$ cat config.mk
export PLATFORM = sky130hd
export DESIGN_NAME = modbus_rtu_exception_handler
export DESIGN_NICKNAME = d
export VERILOG_FILES = /design/src/logic/exc_pkg.sv /design/src/logic/exc_crc16.sv /design/src/logic/modbus_rtu_exception_handler.sv
export SDC_FILE = /design/constraint.sdc
export NUM_CORES = 1
export LEC_CHECK = 0
export ABC_AREA = 1
export BUFFER_PORTS_ARGS = -buffer_cell sky130_fd_sc_hd__buf_2
export CORE_ASPECT_RATIO = 1.1
export CORE_MARGIN = 4
export CORE_UTILIZATION = 49
export CTS_CLUSTER_DIAMETER = 100
export DETAILED_ROUTE_END_ITERATION = 8
export PLACE_DENSITY = 0.87
export SYNTH_ARGS = -nofsm -noshare
export SYNTH_HDL_FRONTEND = slang
export SYNTH_HIERARCHICAL = 1
export SYNTH_SLANG_ARGS = --single-unit
$ cat constraint.sdc
create_clock -name sys_clk_i -period 2.8 [get_ports sys_clk_i]
set_input_delay 0.56 -clock sys_clk_i [delete_from_list [all_inputs] [get_ports sys_clk_i]]
set_output_delay 0.56 -clock sys_clk_i [all_outputs]
set_load 0.03 [all_outputs]
$ cat src/logic/exc_pkg.sv
// Purpose: shared constants for the request checker and exception reply builder
// Assumes: byte-wide frame stream from a receiver that flags link faults
// Notes: sub-codes and fault codes are the on-wire values
package exc_pkg;
  localparam logic [7:0] FC_READ_HOLD = 8'h03;
  localparam logic [7:0] FC_WRITE_ONE = 8'h06;
  localparam logic [7:0] FC_WRITE_MULTI = 8'h10;
  localparam logic [7:0] EXC_FLAG_MASK = 8'h80;
  localparam logic [7:0] SUB_BAD_FUNC = 8'h01;
  localparam logic [7:0] SUB_BAD_ADDR = 8'h02;
  localparam logic [7:0] SUB_BAD_VALUE = 8'h03;
  localparam logic [7:0] SUB_NAK = 8'h07;
  localparam logic [7:0] FAULT_NONE = 8'h00;
  localparam logic [7:0] FAULT_CRC = 8'h47;
  localparam logic [7:0] FAULT_PARITY = 8'h48;
  localparam logic [7:0] FAULT_OTHER = 8'h49;
  localparam logic [15:0] MAX_REG_COUNT = 16'h0010;
  localparam logic [15:0] CRC_INIT = 16'hFFFF;
  localparam logic [15:0] CRC_POLY = 16'hA001;
  localparam logic [2:0] REPLY_LEN = 3'h5;
endpackage

$ cat src/logic/exc_crc16.sv
// Purpose: one-byte step of the link check sum
// Assumes: reflected polynomial, low byte sent first
// Notes: purely combinational
`timescale 1ns/1ps
module exc_crc16
  import exc_pkg::*;
(
  // data
  input wire logic [15:0] crc_i,
  input wire logic [7:0] byte_i,
  // result
  output logic [15:0] crc_o
);
  logic [15:0] stage [0:8];
  assign stage[0] = crc_i ^ {8'h00, byte_i};
  genvar g;
  generate
    for (g = 0; g < 8; g++)
    begin : g_bit
      assign stage[g+1] = stage[g][0] ? ((stage[g] >> 1) ^ CRC_POLY) : (stage[g] >> 1);
    end
  endgenerate
  assign crc_o = stage[8];
endmodule

$ cat src/logic/modbus_rtu_exception_handler.sv
// Purpose: judge each request taken in idle; reply with exception or stay silent
// Assumes: receiver and parameter store on the same clock
// Notes: one judgement per req_valid_i pulse taken in idle; pulses during a reply are not judged
// Contract
// clean but unserviceable request gets exception reply
// exception reply carries cause sub-code
// unknown function code gives sub-code 1
// unused start address gives sub-code 2
// span past group end gives sub-code 2
// more than 16 registers gives sub-code 2
// out-of-range write data gives sub-code 3
// write locked while running gives 7
// write owned by option card gives 7
// link-faulty frame gets no reply
// parity, framing, crc are link faults
// last link fault code kept, overwritten
// crc 71, parity 72, others 73
// reply: address, function or 80, sub-code, crc
`timescale 1ns/1ps
module modbus_rtu_exception_handler
  import exc_pkg::*;
(
  // clock and reset
  input wire logic sys_clk_i,
  input wire logic rstn_i,
  // decoded request from the frame receiver
  input wire logic req_valid_i,
  input wire logic [7:0] req_slave_i,
  input wire logic [7:0] req_func_i,
  input wire logic [15:0] req_count_i,
  input wire logic req_is_write_i,
  // link fault flags for the same frame
  input wire logic fault_crc_i,
  input wire logic fault_parity_i,
  input wire logic fault_framing_i,
  input wire logic fault_overrun_i,
  input wire logic fault_buffull_i,
  // answers from the parameter store
  input wire logic addr_unused_i,
  input wire logic span_past_end_i,
  input wire logic value_out_of_range_i,
  input wire logic run_locked_i,
  input wire logic drive_running_i,
  input wire logic option_owned_i,
  // outcome
  output logic serve_o,
  output logic write_commit_o,
  output logic [7:0] last_link_fault_code_o,
  // exception reply byte stream
  output logic tx_valid_o,
  output logic [7:0] tx_byte_o,
  output logic tx_last_o,
  output logic busy_o
);

  // ------------------------------------------------
  // judgement
  // ------------------------------------------------
  typedef enum logic [2:0] {
    ST_IDLE = 3'b001,
    ST_SEND = 3'b010,
    ST_CRC = 3'b100
  } state_t;

  state_t state_ff;
  state_t nxt_state;
  logic link_fault;
  logic func_ok;
  logic addr_bad;
  logic nak;
  logic value_bad;
  logic refuse;
  logic [7:0] sub_code;
  logic [7:0] fault_code;
  logic accept;

  assign link_fault = fault_crc_i | fault_parity_i | fault_framing_i
                    | fault_overrun_i | fault_buffull_i;
  assign func_ok = (req_func_i == FC_READ_HOLD) | (req_func_i == FC_WRITE_ONE)
                 | (req_func_i == FC_WRITE_MULTI);
  assign addr_bad = addr_unused_i
                  | span_past_end_i
                  | (req_count_i > MAX_REG_COUNT);
  assign nak = req_is_write_i & ((run_locked_i & drive_running_i)
             | option_owned_i);
  assign value_bad = req_is_write_i & value_out_of_range_i;
  assign refuse = ~func_ok | addr_bad | value_bad | nak;
  assign sub_code = ~func_ok ? SUB_BAD_FUNC :
                    addr_bad ? SUB_BAD_ADDR :
                    value_bad ? SUB_BAD_VALUE :
                    SUB_NAK;
  assign fault_code = fault_crc_i ? FAULT_CRC :
                      fault_parity_i ? FAULT_PARITY :
                      FAULT_OTHER;
  assign accept = req_valid_i & (state_ff == ST_IDLE);

  // ------------------------------------------------
  // state
  // ------------------------------------------------
  logic [2:0] idx_ff;
  logic [2:0] nxt_idx;
  logic [7:0] slave_ff;
  logic [7:0] func_ff;
  logic [7:0] sub_ff;
  logic [15:0] crc_ff;
  logic [15:0] nxt_crc;
  logic [15:0] crc_step;
  logic [7:0] cur_byte;
  logic [7:0] nxt_tx_byte;
  logic nxt_tx_valid;
  logic nxt_tx_last;

  assign cur_byte = (idx_ff == 3'h0) ? slave_ff :
                    (idx_ff == 3'h1) ? func_ff : sub_ff;

  exc_crc16 u_crc (
    .crc_i(crc_ff),
    .byte_i(cur_byte),
    .crc_o(crc_step)
  );

  always_comb
  begin
    nxt_state = state_ff;
    nxt_idx = idx_ff;
    nxt_crc = crc_ff;
    nxt_tx_valid = 1'b0;
    nxt_tx_byte = 8'h00;
    nxt_tx_last = 1'b0;
    case (state_ff)
      ST_IDLE:
      begin
        if (accept && !link_fault && refuse)
        begin
          nxt_state = ST_SEND;
          nxt_idx = 3'h0;
          nxt_crc = CRC_INIT;
        end
      end
      ST_SEND:
      begin
        nxt_tx_valid = 1'b1;
        nxt_tx_byte = cur_byte;
        nxt_crc = crc_step;
        nxt_idx = idx_ff + 3'h1;
        if (idx_ff == 3'h2)
        begin
          nxt_state = ST_CRC;
        end
      end
      ST_CRC:
      begin
        nxt_tx_valid = 1'b1;
        nxt_idx = idx_ff + 3'h1;
        if (idx_ff == 3'h3)
        begin
          nxt_tx_byte = crc_ff[7:0];
        end
        else
        begin
          nxt_tx_byte = crc_ff[15:8];
          nxt_tx_last = 1'b1;
          nxt_state = ST_IDLE;
        end
      end
      default:
      begin
        nxt_state = ST_IDLE;
      end
    endcase
  end

  always_ff @(posedge sys_clk_i)
  begin
    if (!rstn_i)
    begin
      state_ff <= ST_IDLE;
      idx_ff <= 3'h0;
      crc_ff <= CRC_INIT;
      slave_ff <= 8'h00;
      func_ff <= 8'h00;
      sub_ff <= 8'h00;
      tx_valid_o <= 1'b0;
      tx_byte_o <= 8'h00;
      tx_last_o <= 1'b0;
      busy_o <= 1'b0;
      serve_o <= 1'b0;
      write_commit_o <= 1'b0;
      last_link_fault_code_o <= FAULT_NONE;
    end
    else
    begin
      state_ff <= nxt_state;
      idx_ff <= nxt_idx;
      crc_ff <= nxt_crc;
      tx_valid_o <= nxt_tx_valid;
      tx_byte_o <= nxt_tx_byte;
      tx_last_o <= nxt_tx_last;
      busy_o <= (nxt_state != ST_IDLE);
      serve_o <= accept & ~link_fault & ~refuse;
      write_commit_o <= accept & ~link_fault & ~refuse & req_is_write_i;
      if (accept && !link_fault && refuse)
      begin
        slave_ff <= req_slave_i;
        func_ff <= req_func_i | EXC_FLAG_MASK;
        sub_ff <= sub_code;
      end
      if (req_valid_i && link_fault)
      begin
        last_link_fault_code_o <= fault_code;
      end
    end
  end

  // ------------------------------------------------
  // checks: link faults
  // ------------------------------------------------
  a_silent_on_fault: assert property (@(posedge sys_clk_i) disable iff (!rstn_i)
    (accept && link_fault)
    |=> !serve_o && !write_commit_o && !busy_o ##1 !tx_valid_o)
    else $error("reply started after link fault");
  a_parity_silent: assert property (@(posedge sys_clk_i) disable iff (!rstn_i)
    (accept && fault_parity_i) |=> !busy_o && !serve_o)
    else $error("parity fault not silent");
  a_fault_code_kept: assert property (@(posedge sys_clk_i) disable iff (!rstn_i)
    (req_valid_i && fault_crc_i) |=> last_link_fault_code_o == FAULT_CRC)
    else $error("crc fault code not recorded");
  a_parity_code: assert property (@(posedge sys_clk_i) disable iff (!rstn_i)
    (req_valid_i && !fault_crc_i && fault_parity_i) |=> last_link_fault_code_o == FAULT_PARITY)
    else $error("parity fault code wrong");
  a_other_code: assert property (@(posedge sys_clk_i) disable iff (!rstn_i)
    (req_valid_i && !fault_crc_i && !fault_parity_i && fault_framing_i)
    |=> last_link_fault_code_o == FAULT_OTHER)
    else $error("framing fault code wrong");
  a_overrun_code: assert property (@(posedge sys_clk_i) disable iff (!rstn_i)
    (req_valid_i && !fault_crc_i && !fault_parity_i && (fault_overrun_i || fault_buffull_i))
    |=> last_link_fault_code_o == FAULT_OTHER)
    else $error("overrun or buffer fault code wrong");
  a_fault_code_held: assert property (@(posedge sys_clk_i) disable iff (!rstn_i)
    !(req_valid_i && link_fault) |=> $stable(last_link_fault_code_o))
    else $error("fault code changed without a fault");

  // ------------------------------------------------
  // checks: refusal
  // ------------------------------------------------
  a_bad_func_sub: assert property (@(posedge sys_clk_i) disable iff (!rstn_i)
    (accept && !link_fault && !func_ok) |=> ##3 tx_valid_o && tx_byte_o == SUB_BAD_FUNC)
    else $error("illegal function sub-code wrong");
  a_unused_addr: assert property (@(posedge sys_clk_i) disable iff (!rstn_i)
    (accept && !link_fault && func_ok && addr_unused_i)
    |=> ##3 tx_valid_o && tx_byte_o == SUB_BAD_ADDR)
    else $error("unused address sub-code wrong");
  a_span_end: assert property (@(posedge sys_clk_i) disable iff (!rstn_i)
    (accept && !link_fault && func_ok && span_past_end_i)
    |=> ##3 tx_valid_o && tx_byte_o == SUB_BAD_ADDR)
    else $error("span past group end sub-code wrong");
  a_count_limit: assert property (@(posedge sys_clk_i) disable iff (!rstn_i)
    (accept && !link_fault && func_ok && req_count_i > MAX_REG_COUNT)
    |=> ##3 tx_byte_o == SUB_BAD_ADDR)
    else $error("count limit sub-code wrong");
  a_value_sub: assert property (@(posedge sys_clk_i) disable iff (!rstn_i)
    (accept && !link_fault && func_ok && !addr_bad && value_bad)
    |=> ##3 tx_valid_o && tx_byte_o == SUB_BAD_VALUE)
    else $error("out-of-range value sub-code wrong");
  a_value_no_commit: assert property (@(posedge sys_clk_i) disable iff (!rstn_i)
    (accept && value_bad) |=> !write_commit_o)
    else $error("out-of-range write committed");
  a_nak_running: assert property (@(posedge sys_clk_i) disable iff (!rstn_i)
    (accept && !link_fault && func_ok && !addr_bad && !value_bad && nak)
    |=> ##3 tx_byte_o == SUB_NAK)
    else $error("nak sub-code wrong");
  a_option_nak: assert property (@(posedge sys_clk_i) disable iff (!rstn_i)
    (accept && !link_fault && func_ok && !addr_bad && !value_bad && option_owned_i
     && req_is_write_i)
    |=> ##3 tx_valid_o && tx_byte_o == SUB_NAK)
    else $error("option owned write not refused");
  a_no_serve_refused: assert property (@(posedge sys_clk_i) disable iff (!rstn_i)
    (accept && refuse) |=> !serve_o && !write_commit_o)
    else $error("refused request was served");
  a_commit_clean: assert property (@(posedge sys_clk_i) disable iff (!rstn_i)
    write_commit_o |-> serve_o)
    else $error("write committed without service");
  a_write_gated: assert property (@(posedge sys_clk_i) disable iff (!rstn_i)
    (accept && !req_is_write_i) |=> !write_commit_o)
    else $error("read request committed a write");

  // ------------------------------------------------
  // checks: reply framing
  // ------------------------------------------------
  a_slave_echo: assert property (@(posedge sys_clk_i) disable iff (!rstn_i)
    (accept && !link_fault && refuse)
    |=> ##1 tx_valid_o && tx_byte_o == $past(req_slave_i, 2))
    else $error("slave address echo wrong");
  a_func_echo: assert property (@(posedge sys_clk_i) disable iff (!rstn_i)
    (accept && !link_fault && refuse)
    |=> ##2 tx_valid_o && tx_byte_o == ($past(req_func_i, 3) | EXC_FLAG_MASK))
    else $error("function echo wrong");
  a_reply_len: assert property (@(posedge sys_clk_i) disable iff (!rstn_i)
    (accept && !link_fault && refuse) |=> ##1 tx_valid_o [*5] ##0 tx_last_o)
    else $error("exception reply length wrong");
  a_reply_busy: assert property (@(posedge sys_clk_i) disable iff (!rstn_i)
    (accept && !link_fault && refuse) |=> busy_o [*5] ##1 !busy_o)
    else $error("busy does not cover the reply");
  a_last_in_frame: assert property (@(posedge sys_clk_i) disable iff (!rstn_i)
    tx_last_o |-> tx_valid_o)
    else $error("last flag without a byte");
endmodule

== Word-level counts from Yosys, hierarchy flattened ==
Index checks and enable logic that the tools add are counted.

* $add $sub $neg: 1
* Magnitude comparators: 1
* Eq/ne operators: 11
* Mux-type cells: 27
* Bitwise gates (word level): 31
* Reductions and logical operators: 11

{| class="wikitable"
|+ Operators by type and width
! cell !! number
|-
| $mux W16 || 9
|-
| $pmux W16 S2 || 1
|-
| $mux W8 || 3
|-
| $not A2 Y3 || 8
|-
| $mux W3 || 7
|-
| $gt A16 B5 Y1 const B || 1
|-
| $pmux W8 S2 || 1
|-
| $xor A16 B8 Y16 || 1
|-
| $or A1 B1 Y1 || 12
|-
| $eq A3 B2 Y1 const B || 3
|-
| $pmux W3 S3 || 1
|-
| $eq A8 B2 Y1 const B || 1
|-
| $eq A8 B3 Y1 const B || 1
|-
| $eq A8 B5 Y1 const B || 1
|-
| $and A1 B1 Y1 || 7
|-
| $eq A3 B1 Y1 const B || 2
|-
| $pmux W3 S2 || 1
|-
| $reduce_and A2 Y1 || 3
|-
| $mux W4 || 1
|-
| $reduce_bool A2 Y1 || 2
|-
| $add A3 B1 Y3 const B || 1
|-
| $eq A3 B3 Y1 const B || 1
|-
| $logic_and A1 B1 Y1 || 3
|-
| $logic_not A3 Y1 || 1
|-
| 6 further kinds || 10
|}

* Flip-flop bits (word level): 67
* Bits of input ports: 47
* Output and inout bits: 21
* Word-level logic and storage cells: 95

== Logic depth before layout (Yosys ltp) ==
Gate-level depths: netlist of run 1.

* Depth after elaboration: 21
* Depth in mapped cells: 23
* Depth with buffers taken out: 23

== Modules after synthesis ==
Netlist of run 1, hierarchy kept.

{| class="wikitable"
|+ Modules (own cells, without submodules)
! module !! instances !! cells an instance !! area an instance (sq um) !! seq. area each (sq um)
|-
| modbus_rtu_exception_handler || 1 || 370 || 2656.3 || 1161.1
|-
| exc_crc16 || 1 || 70 || 493.0 || 0.0
|}

== Worst setup path before layout of run 1 ==
No wires, ideal clock.

* Path type: reg2reg
* From: register idx_ff[0]
* To: register crc_ff[0]
* Setup time: 125 ps
* Data arrival time: 2611 ps
* Data required time: 2675 ps
* Slack: 64 ps
* Cell stages (with the launch flop): 21
* Path buffers: 0
* Period minus slack after synthesis: 2736 ps
* Cells stage by stage: dfxtp_1 inv_1 ha_1 inv_1 nor2_1 inv_1 o21ai_0 o21ai_0 xnor2_2 inv_2 nand3_1 nand3_2 nand3b_4 nand2_2 nand2_1 nand3_1 nand3_1 nand2_1 or2_2 nand2_1 nand2_1

* Cells in the longest elaborated chain, start to end: 14
* Elaborated cells on any way between the ends: 21
* Classes of those cells: 1 x eq/ne; 11 x mux; 8 x bitwise; 1 x reduce/logical

{| class="wikitable"
|+ Ends and longest elaborated chain
! element !! line !! source
|-
| from (decl) || modbus_rtu_exception_handler.sv:100 || <nowiki>logic [2:0] idx_ff;</nowiki>
|-
| from (signal assigned) || modbus_rtu_exception_handler.sv:194 || <nowiki>idx_ff <= nxt_idx;</nowiki>
|-
| $eq A3 B1 Y1 || modbus_rtu_exception_handler.sv:114 || <nowiki>(idx_ff == 3'h1) ? func_ff : sub_ff;</nowiki>
|-
| $mux W8 || modbus_rtu_exception_handler.sv:114 ||
|-
| $mux W8 * || modbus_rtu_exception_handler.sv:113 || <nowiki>assign cur_byte = (idx_ff == 3'h0) ? slave_ff :</nowiki>
|-
| named net cur_byte[2] || modbus_rtu_exception_handler.sv:108 || <nowiki>logic [7:0] cur_byte;</nowiki>
|-
| $xor A16 B8 Y16 * || exc_crc16.sv:15 || <nowiki>assign stage[0] = crc_i ^ {8'h00, byte_i};</nowiki>
|-
| $mux W16 * || exc_crc16.sv:20 || <nowiki>assign stage[g+1] = stage[g][0] ? ((stage[g] >> 1) ^ CRC_POLY) : (stage[g] >> 1);</nowiki>
|-
| $not A2 Y3 (no source line) || -- ||
|-
| $mux W16 * (7 in a row) || exc_crc16.sv:20 ||
|-
| named net crc_step[0] || modbus_rtu_exception_handler.sv:107 || <nowiki>logic [15:0] crc_step;</nowiki>
|-
| $pmux W16 S2 * || modbus_rtu_exception_handler.sv:130 || <nowiki>case (state_ff)</nowiki>
|-
| to (signal assigned) || modbus_rtu_exception_handler.sv:195 || <nowiki>crc_ff <= nxt_crc;</nowiki>
|-
| to (decl) || modbus_rtu_exception_handler.sv:105 || <nowiki>logic [15:0] crc_ff;</nowiki>
|}

Mark *: on every way through the listed nets, which the timed path passes. The rest lies on a longest branch.
A chain may end at the register's enable or synchronous reset.

== Final worst setup path of run 1 ==
* From: register idx_ff[0]
* To: register crc_ff[0]

* Cells in the longest elaborated chain, start to end: 14
* Elaborated cells on any way between the ends: 21
* Classes of those cells: 1 x eq/ne; 11 x mux; 8 x bitwise; 1 x reduce/logical

{| class="wikitable"
|+ Ends and longest elaborated chain
! element !! line
|-
| $eq A3 B1 Y1 || modbus_rtu_exception_handler.sv:114
|-
| $mux W8 || modbus_rtu_exception_handler.sv:114
|-
| $mux W8 * || modbus_rtu_exception_handler.sv:113
|-
| named net cur_byte[3] || modbus_rtu_exception_handler.sv:108
|-
| $xor A16 B8 Y16 * || exc_crc16.sv:15
|-
| $mux W16 * (2 in a row) || exc_crc16.sv:20
|-
| $not A2 Y3 (no source line) || --
|-
| $mux W16 * (6 in a row) || exc_crc16.sv:20
|-
| named net crc_step[0] || modbus_rtu_exception_handler.sv:107
|-
| $pmux W16 S2 * || modbus_rtu_exception_handler.sv:130
|}

Marked as above.

==> results of run 1 <==
-- power by group through the flow --
stage	Clock [W]	Combinational [W]	Sequential (W)
final	0.000907	0.000153	0.000837
after global routing	0.000947	0.000167	0.000838
after CTS	0.000916	0.000136	0.000837
after detailed placement	0	0.000134	0.000855
after global placement	0	0.000130	0.000855
after floorplan	0	0.0000753	0.000863
-- cells by family after synthesis --
kind of cell               after synthesis  synth area share
other                                    1           0.00119
and+or+nand+nor                        239             0.360
xor gates and xnor gates                15            0.0556
adders and majority gates                5            0.0199
DFF                                     58             0.369
AOI/OAI and AO/OA                       55            0.0946
buffers and inverters                   67            0.0997
-- synth_stat cells (all sizes together) --
cell      n  area share
or2      17       0.034
xor2      9       0.027
xnor2     5       0.021
ha        5       0.020
inv      45       0.054
o21a      1      0.0024
nand3    29       0.056
clkinv    1      0.0012
xnor3     1      0.0072
buf      13       0.035
o22ai     4      0.0079
a21boi    1      0.0024
nor2     65       0.081
o31ai     1      0.0024
nand2   110        0.15
a21oi    14       0.022
o21ai    29       0.046
conb      1      0.0012
clkbuf    8      0.0095
nor3      4      0.0064
and2      1      0.0020
a22oi     3      0.0072
nand3b   13       0.035
dfxtp    58        0.37
a31oi     2      0.0040
-- stage by stage --
stage / setup WS [ns] / setup TNS [ns] / hold slack (ns) / area, um^2
after floorplan: 0.0641 / 0 / 0.436 / 3160
after global placement: -0.00393 / -0.00393 / 0.447 / 3560
after detailed placement: -0.215 / -0.489 / 0.463 / 3560
after CTS: 0.00463 / 0 / 0.406 / 3820
after global routing: -0.161 / -0.280 / 0.435 / 4080
final: -0.104 / -0.159 / 0.422 / 4080
-- sequential cells by signal (all words and copies together), names as in the netlist, 3 cells and up --
name and cells:
crc_ff 16, func_ff 8, idx_ff 3, last_link_fault_code_o 4, slave_ff 8, state_ff 3
sub_ff 3, tx_byte_o 8
-- layer usage --
metal  GRT usage  part of all wire  up-vias  routed length (um)
met2       0.356              0.51      192                4450
met5           0                 0        -                   0
met4       0.100             0.046        0                 406
met3      0.0521             0.082       46                 716
li1            -                 -     1539                   -
met1       0.200              0.36     1453                3190
-- final cells by class --
class                      instances  share of cell area
clock buffer                      12              0.0404
clock inverter                     4              0.0178
inverter                          46              0.0435
multi-input combinational        318               0.466
sequential                        58               0.285
timing repair buffer              87               0.123
tap                               80              0.0245
-- worst paths after layout --
path                                     to  cells past startpoint
setup / recovery                  crc_ff[0]                     18
hold / removal    last_link_fault_code_o[3]                      2
setup reg to reg                  crc_ff[0]                     18
hold reg to reg                   sub_ff[1]                      2
-- what timing repair did --
item / in CTS / in global routing
setup endpoints to repair: 5 / 5
buffers inserted: 0 / 7
gates cloned: 0 / 1
hold endpoints to repair: 0 / 0
resized for setup: 7 / 48
pin swaps: 0 / 17
==> run_summary.xml, run 1 <==
<?xml version="1.0" encoding="UTF-8"?>
<metrics>
  <group name="sta">
    <metric name="achievable-frequency" unit="MHz">344</metric>
    <metric name="clock-skew-final" unit="ns">0.00830</metric>
    <metric name="max_slew.worst_pin.slew" unit="ns">0.670</metric>
    <metric name="finalCriticalPeriod" unit="ns">2.90</metric>
    <metric name="postLayoutSetupSlackWorst" unit="ns">-0.104</metric>
    <metric name="max-slew-margin-rel" unit="">0.549</metric>
    <metric name="min_period_over_period" unit="">1.04</metric>
    <metric name="number_of_hold_slack_violations_in_the_final_timing_report" unit="">0</metric>
    <metric name="final-max-slew-violation-count" unit="">0</metric>
    <metric name="timing.final.setup_violations" unit="">2</metric>
  </group>
  <group name="critical_path">
    <metric name="slowest_delay" unit="ns">0.51</metric>
    <metric name="worstSetupStartpoint" unit="">idx_ff[0]</metric>
    <metric name="critPathCaptureType" unit="">register</metric>
    <metric name="critical_path_arrival" unit="ns">3.12</metric>
    <metric name="slowest_stage" unit="">sky130_fd_sc_hd__xnor2_1</metric>
    <metric name="r2r_setup_slack" unit="ns">-0.10</metric>
    <metric name="dominant_cell_type_by_count_on_the_critical_path" unit="">sky130_fd_sc_hd__nand2_1</metric>
    <metric name="worst-path-max-fanout" unit="">4</metric>
    <metric name="crit_type" unit="">register to register</metric>
    <metric name="timing.critical_path.required" unit="ns">3.02</metric>
    <metric name="critical_path.startpoint_type" unit="">register</metric>
    <metric name="critPathBufInv" unit="">4</metric>
    <metric name="cpLargestDelayFamily" unit="">simple AND/OR/NAND/NOR gates</metric>
    <metric name="cp_cell_sequence" unit="">inv_2 &gt; ha_4 &gt; inv_2 &gt; buf_4 &gt; nor2_4 &gt; nand2_1 &gt; o21ai_1 &gt; xnor2_1 &gt; inv_1 &gt; nand3_2 &gt; nand3b_4 &gt; nand3_2 &gt; nand3_1 &gt; nand3_1 &gt; nand2_1 &gt; or2_2 &gt; nand2_1 &gt; nand2_1</metric>
    <metric name="timing.rr.start" unit="">idx_ff[0]</metric>
  </group>
  <group name="synth">
    <metric name="synth_warnings" unit="">6</metric>
    <metric name="ys_ff_latch" unit="">58</metric>
    <metric name="synthesis.area_per_instance" unit="um^2">7.16</metric>
    <metric name="synthDistinctLibCells" unit="">39</metric>
    <metric name="synth_seq_area_share" unit="">0.369</metric>
    <metric name="syn-cell-area" unit="um^2">3150</metric>
    <metric name="syn-instance-count" unit="">440</metric>
  </group>
  <group name="layout">
    <metric name="ff_latch_area" unit="um^2">1160</metric>
    <metric name="diodes" unit="">0</metric>
    <metric name="area_growth" unit="%">29.7</metric>
    <metric name="post_route_cells_drive_above_1_share" unit="">0.331</metric>
    <metric name="mostFrequentLayoutCells" unit="">sky130_fd_sc_hd__nand2_1 (93), sky130_fd_sc_hd__buf_2 (64), sky130_fd_sc_hd__nor2_1 (62)</metric>
    <metric name="utilization" unit="">0.659</metric>
    <metric name="layout.filler_cells" unit="">480</metric>
    <metric name="layout.cells.most_common" unit="">sky130_fd_sc_hd__nand2_1</metric>
    <metric name="multi_input_gate_area" unit="um^2">1900</metric>
    <metric name="num-nets-final" unit="">572</metric>
    <metric name="post_layout_nonfiller_instances" unit="">605</metric>
  </group>
  <group name="run_status">
    <metric name="outcome" unit="">finished with violations</metric>
    <metric name="violations_in_the_final_reports" unit="">negative setup slack</metric>
  </group>
  <group name="grt">
    <metric name="total_routing_resource_utilization_after_global_routing" unit="">0.194</metric>
    <metric name="first_global_vias" unit="">3017</metric>
    <metric name="grt_start_max_net_pins" unit="">38</metric>
    <metric name="wire_length_of_the_first_global_routing_pass" unit="mm">12.4</metric>
    <metric name="grt_remaining_overflow" unit="">0</metric>
    <metric name="antenna_found_initial" unit="">0</metric>
  </group>
  <group name="detailed_routing">
    <metric name="via_count" unit="">3230</metric>
    <metric name="avgRoutedWirePerCell" unit="um">14.5</metric>
    <metric name="drt-vias-per-instance" unit="">5.34</metric>
    <metric name="first_pass_iters" unit="">5</metric>
    <metric name="routed_wl" unit="mm">8.77</metric>
    <metric name="drtIter0Drc" unit="">245</metric>
    <metric name="detail-route-antenna-nets" unit="">0</metric>
    <metric name="drc" unit="">0</metric>
  </group>
  <group name="pwr">
    <metric name="intPower" unit="W">0.00147</metric>
    <metric name="clock_power_share" unit="">0.478</metric>
    <metric name="swShare" unit="">0.227</metric>
    <metric name="ir_drop" unit="uV">296</metric>
    <metric name="final_total_pwr" unit="W">0.00190</metric>
    <metric name="switch_pwr" unit="W">0.000431</metric>
    <metric name="combPwrFrac" unit="">0.081</metric>
    <metric name="power_density" unit="nW/um^2">465</metric>
    <metric name="seqPwrFrac" unit="">0.441</metric>
    <metric name="total_leakage_power" unit="nW">1.99</metric>
  </group>
  <group name="clock_tree">
    <metric name="tritoncts" unit="">done</metric>
    <metric name="clk_pin_slew" unit="ns">0.07</metric>
    <metric name="clkLatencyLatePin" unit="ns">0.35</metric>
    <metric name="cts_max_path_buffers" unit="">2</metric>
    <metric name="clock_sinks" unit="">58</metric>
    <metric name="clock-root-buffer" unit="">sky130_fd_sc_hd__clkbuf_8</metric>
    <metric name="postCtsHoldBufs" unit="">0</metric>
    <metric name="numCtsBuffers" unit="">9</metric>
    <metric name="htree_levels" unit="">3</metric>
  </group>
  <group name="flow_run">
    <metric name="max_cap_viol_count" unit="">0</metric>
  </group>
  <group name="placed_design">
    <metric name="place_inst" unit="">581</metric>
    <metric name="place_hpwl" unit="mm">5.39</metric>
    <metric name="globalplace.congestion" unit="">0.923</metric>
    <metric name="numPortBuffers" unit="">64</metric>
  </group>
  <group name="floorplan">
    <metric name="floorplan.initialDensity" unit="">0.508</metric>
    <metric name="fp.coreArea" unit="um^2">6190</metric>
    <metric name="die_width" unit="um">84.4</metric>
    <metric name="io_pins" unit="">68</metric>
    <metric name="die-area" unit="um^2">7780</metric>
    <metric name="fp-row-count" unit="">30</metric>
    <metric name="die-height" unit="um">92.1</metric>
  </group>
  <group name="worst_hold_path">
    <metric name="worstHoldStart" unit="">fault_crc_i</metric>
    <metric name="worstHoldPathType" unit="">primary input to register</metric>
  </group>
</metrics>
Note: power is estimated with default switching activity, not from simulation.
==> run 2: changes to the inputs <==
- CORE_UTILIZATION: 49 -> 54
- PLACE_DENSITY: 0.87 -> 0.9
- TNS_END_PERCENT: not set -> 10
- clock period: 2.8 -> 2.74 ns (I/O delays scaled with it)
==> run_summary.xml, run 2 (synthesis results as in run 1) <==
<?xml version="1.0" encoding="UTF-8"?>
<metrics>
  <group name="run_status">
    <metric name="outcome" unit="">finished with violations</metric>
    <metric name="violations_in_the_final_reports" unit="">negative setup slack</metric>
  </group>
  <group name="pwr">
    <metric name="power_density" unit="nW/um^2">413</metric>
    <metric name="switch_pwr" unit="W">0.000443</metric>
    <metric name="ir_drop" unit="uV">301</metric>
    <metric name="seqPwrFrac" unit="">0.501</metric>
    <metric name="total_leakage_power" unit="nW">1.99</metric>
    <metric name="clock_power_share" unit="">0.402</metric>
    <metric name="combPwrFrac" unit="">0.097</metric>
    <metric name="swShare" unit="">0.260</metric>
    <metric name="intPower" unit="W">0.00126</metric>
    <metric name="final_total_pwr" unit="W">0.00171</metric>
  </group>
  <group name="floorplan">
    <metric name="floorplan.initialDensity" unit="">0.573</metric>
    <metric name="io_pins" unit="">68</metric>
    <metric name="die-area" unit="um^2">7120</metric>
    <metric name="die_width" unit="um">80.8</metric>
    <metric name="fp.coreArea" unit="um^2">5500</metric>
    <metric name="die-height" unit="um">88.1</metric>
    <metric name="fp-row-count" unit="">28</metric>
  </group>
  <group name="detailed_routing">
    <metric name="drc" unit="">0</metric>
    <metric name="detail-route-antenna-nets" unit="">0</metric>
    <metric name="drtIter0Drc" unit="">197</metric>
    <metric name="first_pass_iters" unit="">5</metric>
    <metric name="via_count" unit="">3290</metric>
    <metric name="routed_wl" unit="mm">9.05</metric>
    <metric name="avgRoutedWirePerCell" unit="um">15.0</metric>
    <metric name="drt-vias-per-instance" unit="">5.45</metric>
  </group>
  <group name="grt">
    <metric name="first_global_vias" unit="">3080</metric>
    <metric name="wire_length_of_the_first_global_routing_pass" unit="mm">13.1</metric>
    <metric name="total_routing_resource_utilization_after_global_routing" unit="">0.234</metric>
    <metric name="antenna_found_initial" unit="">0</metric>
    <metric name="grt_start_max_net_pins" unit="">38</metric>
    <metric name="grt_remaining_overflow" unit="">0</metric>
  </group>
  <group name="layout">
    <metric name="utilization" unit="">0.752</metric>
    <metric name="ff_latch_area" unit="um^2">1170</metric>
    <metric name="diodes" unit="">0</metric>
    <metric name="num-nets-final" unit="">576</metric>
    <metric name="largest_reg_flops" unit="">16</metric>
    <metric name="multi_input_gate_area" unit="um^2">1980</metric>
    <metric name="postLayoutCellArea" unit="um^2">4140</metric>
    <metric name="layout.cells.most_common" unit="">sky130_fd_sc_hd__nand2_1</metric>
    <metric name="mostFrequentLayoutCells" unit="">sky130_fd_sc_hd__nand2_1 (88), sky130_fd_sc_hd__buf_2 (64), sky130_fd_sc_hd__nor2_1 (62)</metric>
    <metric name="area_growth" unit="%">31.4</metric>
    <metric name="post_layout_nonfiller_instances" unit="">604</metric>
    <metric name="post_route_cells_drive_above_1_share" unit="">0.359</metric>
    <metric name="layout.filler_cells" unit="">353</metric>
    <metric name="regMostFlops" unit="">crc_ff</metric>
  </group>
  <group name="sta">
    <metric name="hold_slack" unit="ns">0.425</metric>
    <metric name="max-slew-margin-rel" unit="">0.633</metric>
    <metric name="min_period_over_period" unit="">1.05</metric>
    <metric name="finalCriticalPeriod" unit="ns">2.86</metric>
    <metric name="clock-skew-final" unit="ns">0.0108</metric>
    <metric name="final-max-slew-violation-count" unit="">0</metric>
    <metric name="number_of_hold_slack_violations_in_the_final_timing_report" unit="">0</metric>
    <metric name="achievable-frequency" unit="MHz">349</metric>
    <metric name="max_slew.worst_pin.slew" unit="ns">0.544</metric>
    <metric name="postLayoutSetupSlackWorst" unit="ns">-0.125</metric>
    <metric name="timing.final.setup_violations" unit="">3</metric>
  </group>
  <group name="critical_path">
    <metric name="worst-path-max-fanout" unit="">6</metric>
    <metric name="timing.critical_path.required" unit="ns">2.96</metric>
    <metric name="critical_path_arrival" unit="ns">3.08</metric>
    <metric name="crit_type" unit="">register to register</metric>
    <metric name="critPathCaptureType" unit="">register</metric>
    <metric name="critical_path.startpoint_type" unit="">register</metric>
  </group>
  <group name="placed_design">
    <metric name="place_hpwl" unit="mm">5.66</metric>
    <metric name="numPortBuffers" unit="">64</metric>
    <metric name="place_inst" unit="">578</metric>
    <metric name="globalplace.congestion" unit="">0.868</metric>
    <metric name="placed_cell_area" unit="um^2">3570</metric>
  </group>
  <group name="worst_hold_path">
    <metric name="worstHoldPathType" unit="">primary input to register</metric>
  </group>
  <group name="clock_tree">
    <metric name="tritoncts" unit="">done</metric>
    <metric name="clock-root-buffer" unit="">sky130_fd_sc_hd__clkbuf_8</metric>
    <metric name="cts_max_path_buffers" unit="">2</metric>
    <metric name="numCtsBuffers" unit="">9</metric>
    <metric name="htree_levels" unit="">3</metric>
    <metric name="clock_sinks" unit="">58</metric>
    <metric name="clk_pin_slew" unit="ns">0.07</metric>
    <metric name="clkLatencyLatePin" unit="ns">0.33</metric>
  </group>
  <group name="flow_run">
    <metric name="max_cap_viol_count" unit="">0</metric>
  </group>
</metrics>
==> run 2: power by group through the flow <==
stage / logic (W) / clock network [W] / registers (W)
after floorplan: 0.0000770 / 0 / 0.000882
after global placement: 0.000134 / 0 / 0.000874
after detailed placement: 0.000138 / 0 / 0.000874
after CTS: 0.000143 / 0.000690 / 0.000855
after global routing: 0.000180 / 0.000734 / 0.000855
final: 0.000166 / 0.000687 / 0.000855
==> run 2: what timing repair did <==
item                       CTS  global route
resized for setup           17            65
hold buffers                 0             0
gates cloned                 0             0
setup buffers                2             8
pin swaps                    5            30
setup endpoints to repair    5             5
==> run 2: per-layer routing <==
metal / wire length [um] / track usage / up-vias / share of wire
li1: - / - / 1548 / -
met1: 3320 / 0.248 / 1458 / 0.37
met2: 4490 / 0.422 / 222 / 0.50
met3: 795 / 0.0504 / 62 / 0.088
met4: 444 / 0.140 / 0 / 0.049
met5: 0 / 0 / - / 0
==> run 2: path summary, 6_finish.rpt <==
kind                                  start                        end  slack, ns  cells past startpoint
setup / recovery                  idx_ff[0]                  crc_ff[0]      -0.12                     21
hold / removal                  fault_crc_i  last_link_fault_code_o[3]       0.43                      2
setup reg to reg                  idx_ff[0]                  crc_ff[0]      -0.12                     21
hold reg to reg   last_link_fault_code_o[2]  last_link_fault_code_o[2]       0.50                      2
==> run 2: critical path, stage by stage, from the launching register on <==
cell	delay, ns
sky130_fd_sc_hd__dfxtp_4	0.37
sky130_fd_sc_hd__inv_4	0.06
sky130_fd_sc_hd__ha_4	0.14
sky130_fd_sc_hd__inv_4	0.04
sky130_fd_sc_hd__nor2_4	0.15
sky130_fd_sc_hd__inv_2	0.06
sky130_fd_sc_hd__o21ai_0	0.13
sky130_fd_sc_hd__o21ai_1	0.12
sky130_fd_sc_hd__buf_4	0.17
sky130_fd_sc_hd__xnor2_4	0.23
sky130_fd_sc_hd__inv_4	0.10
sky130_fd_sc_hd__nand3_4	0.14
sky130_fd_sc_hd__nand3_4	0.10
sky130_fd_sc_hd__nand3b_4	0.14
sky130_fd_sc_hd__nand2_4	0.09
sky130_fd_sc_hd__nand2_4	0.08
sky130_fd_sc_hd__nand3_2	0.10
sky130_fd_sc_hd__nand3_2	0.10
sky130_fd_sc_hd__nand2_1	0.08
sky130_fd_sc_hd__or2_4	0.24
sky130_fd_sc_hd__nand2_1	0.06
sky130_fd_sc_hd__nand2_1	0.05
==> run 2: cell type report <==
class / instances / share of cell area
Tap cell: 75 / 0.0227
Sequential cell: 58 / 0.282
Multi-Input combinational cell: 317 / 0.479
Clock inverter: 5 / 0.00726
Inverter: 46 / 0.0463
Clock buffer: 11 / 0.0342
Timing Repair Buffer: 92 / 0.129
==> run 2: through the flow <==
stage / setup TNS [ns] / worst slack [ns]
2_1_floorplan: 0 / 0.00406
5_1_grt: -0.571 / -0.204
3_5_place_dp: -0.387 / -0.199
4_1_cts: 0 / 0.000104
6_report: -0.242 / -0.125
3_3_place_gp: 0 / 0.0382
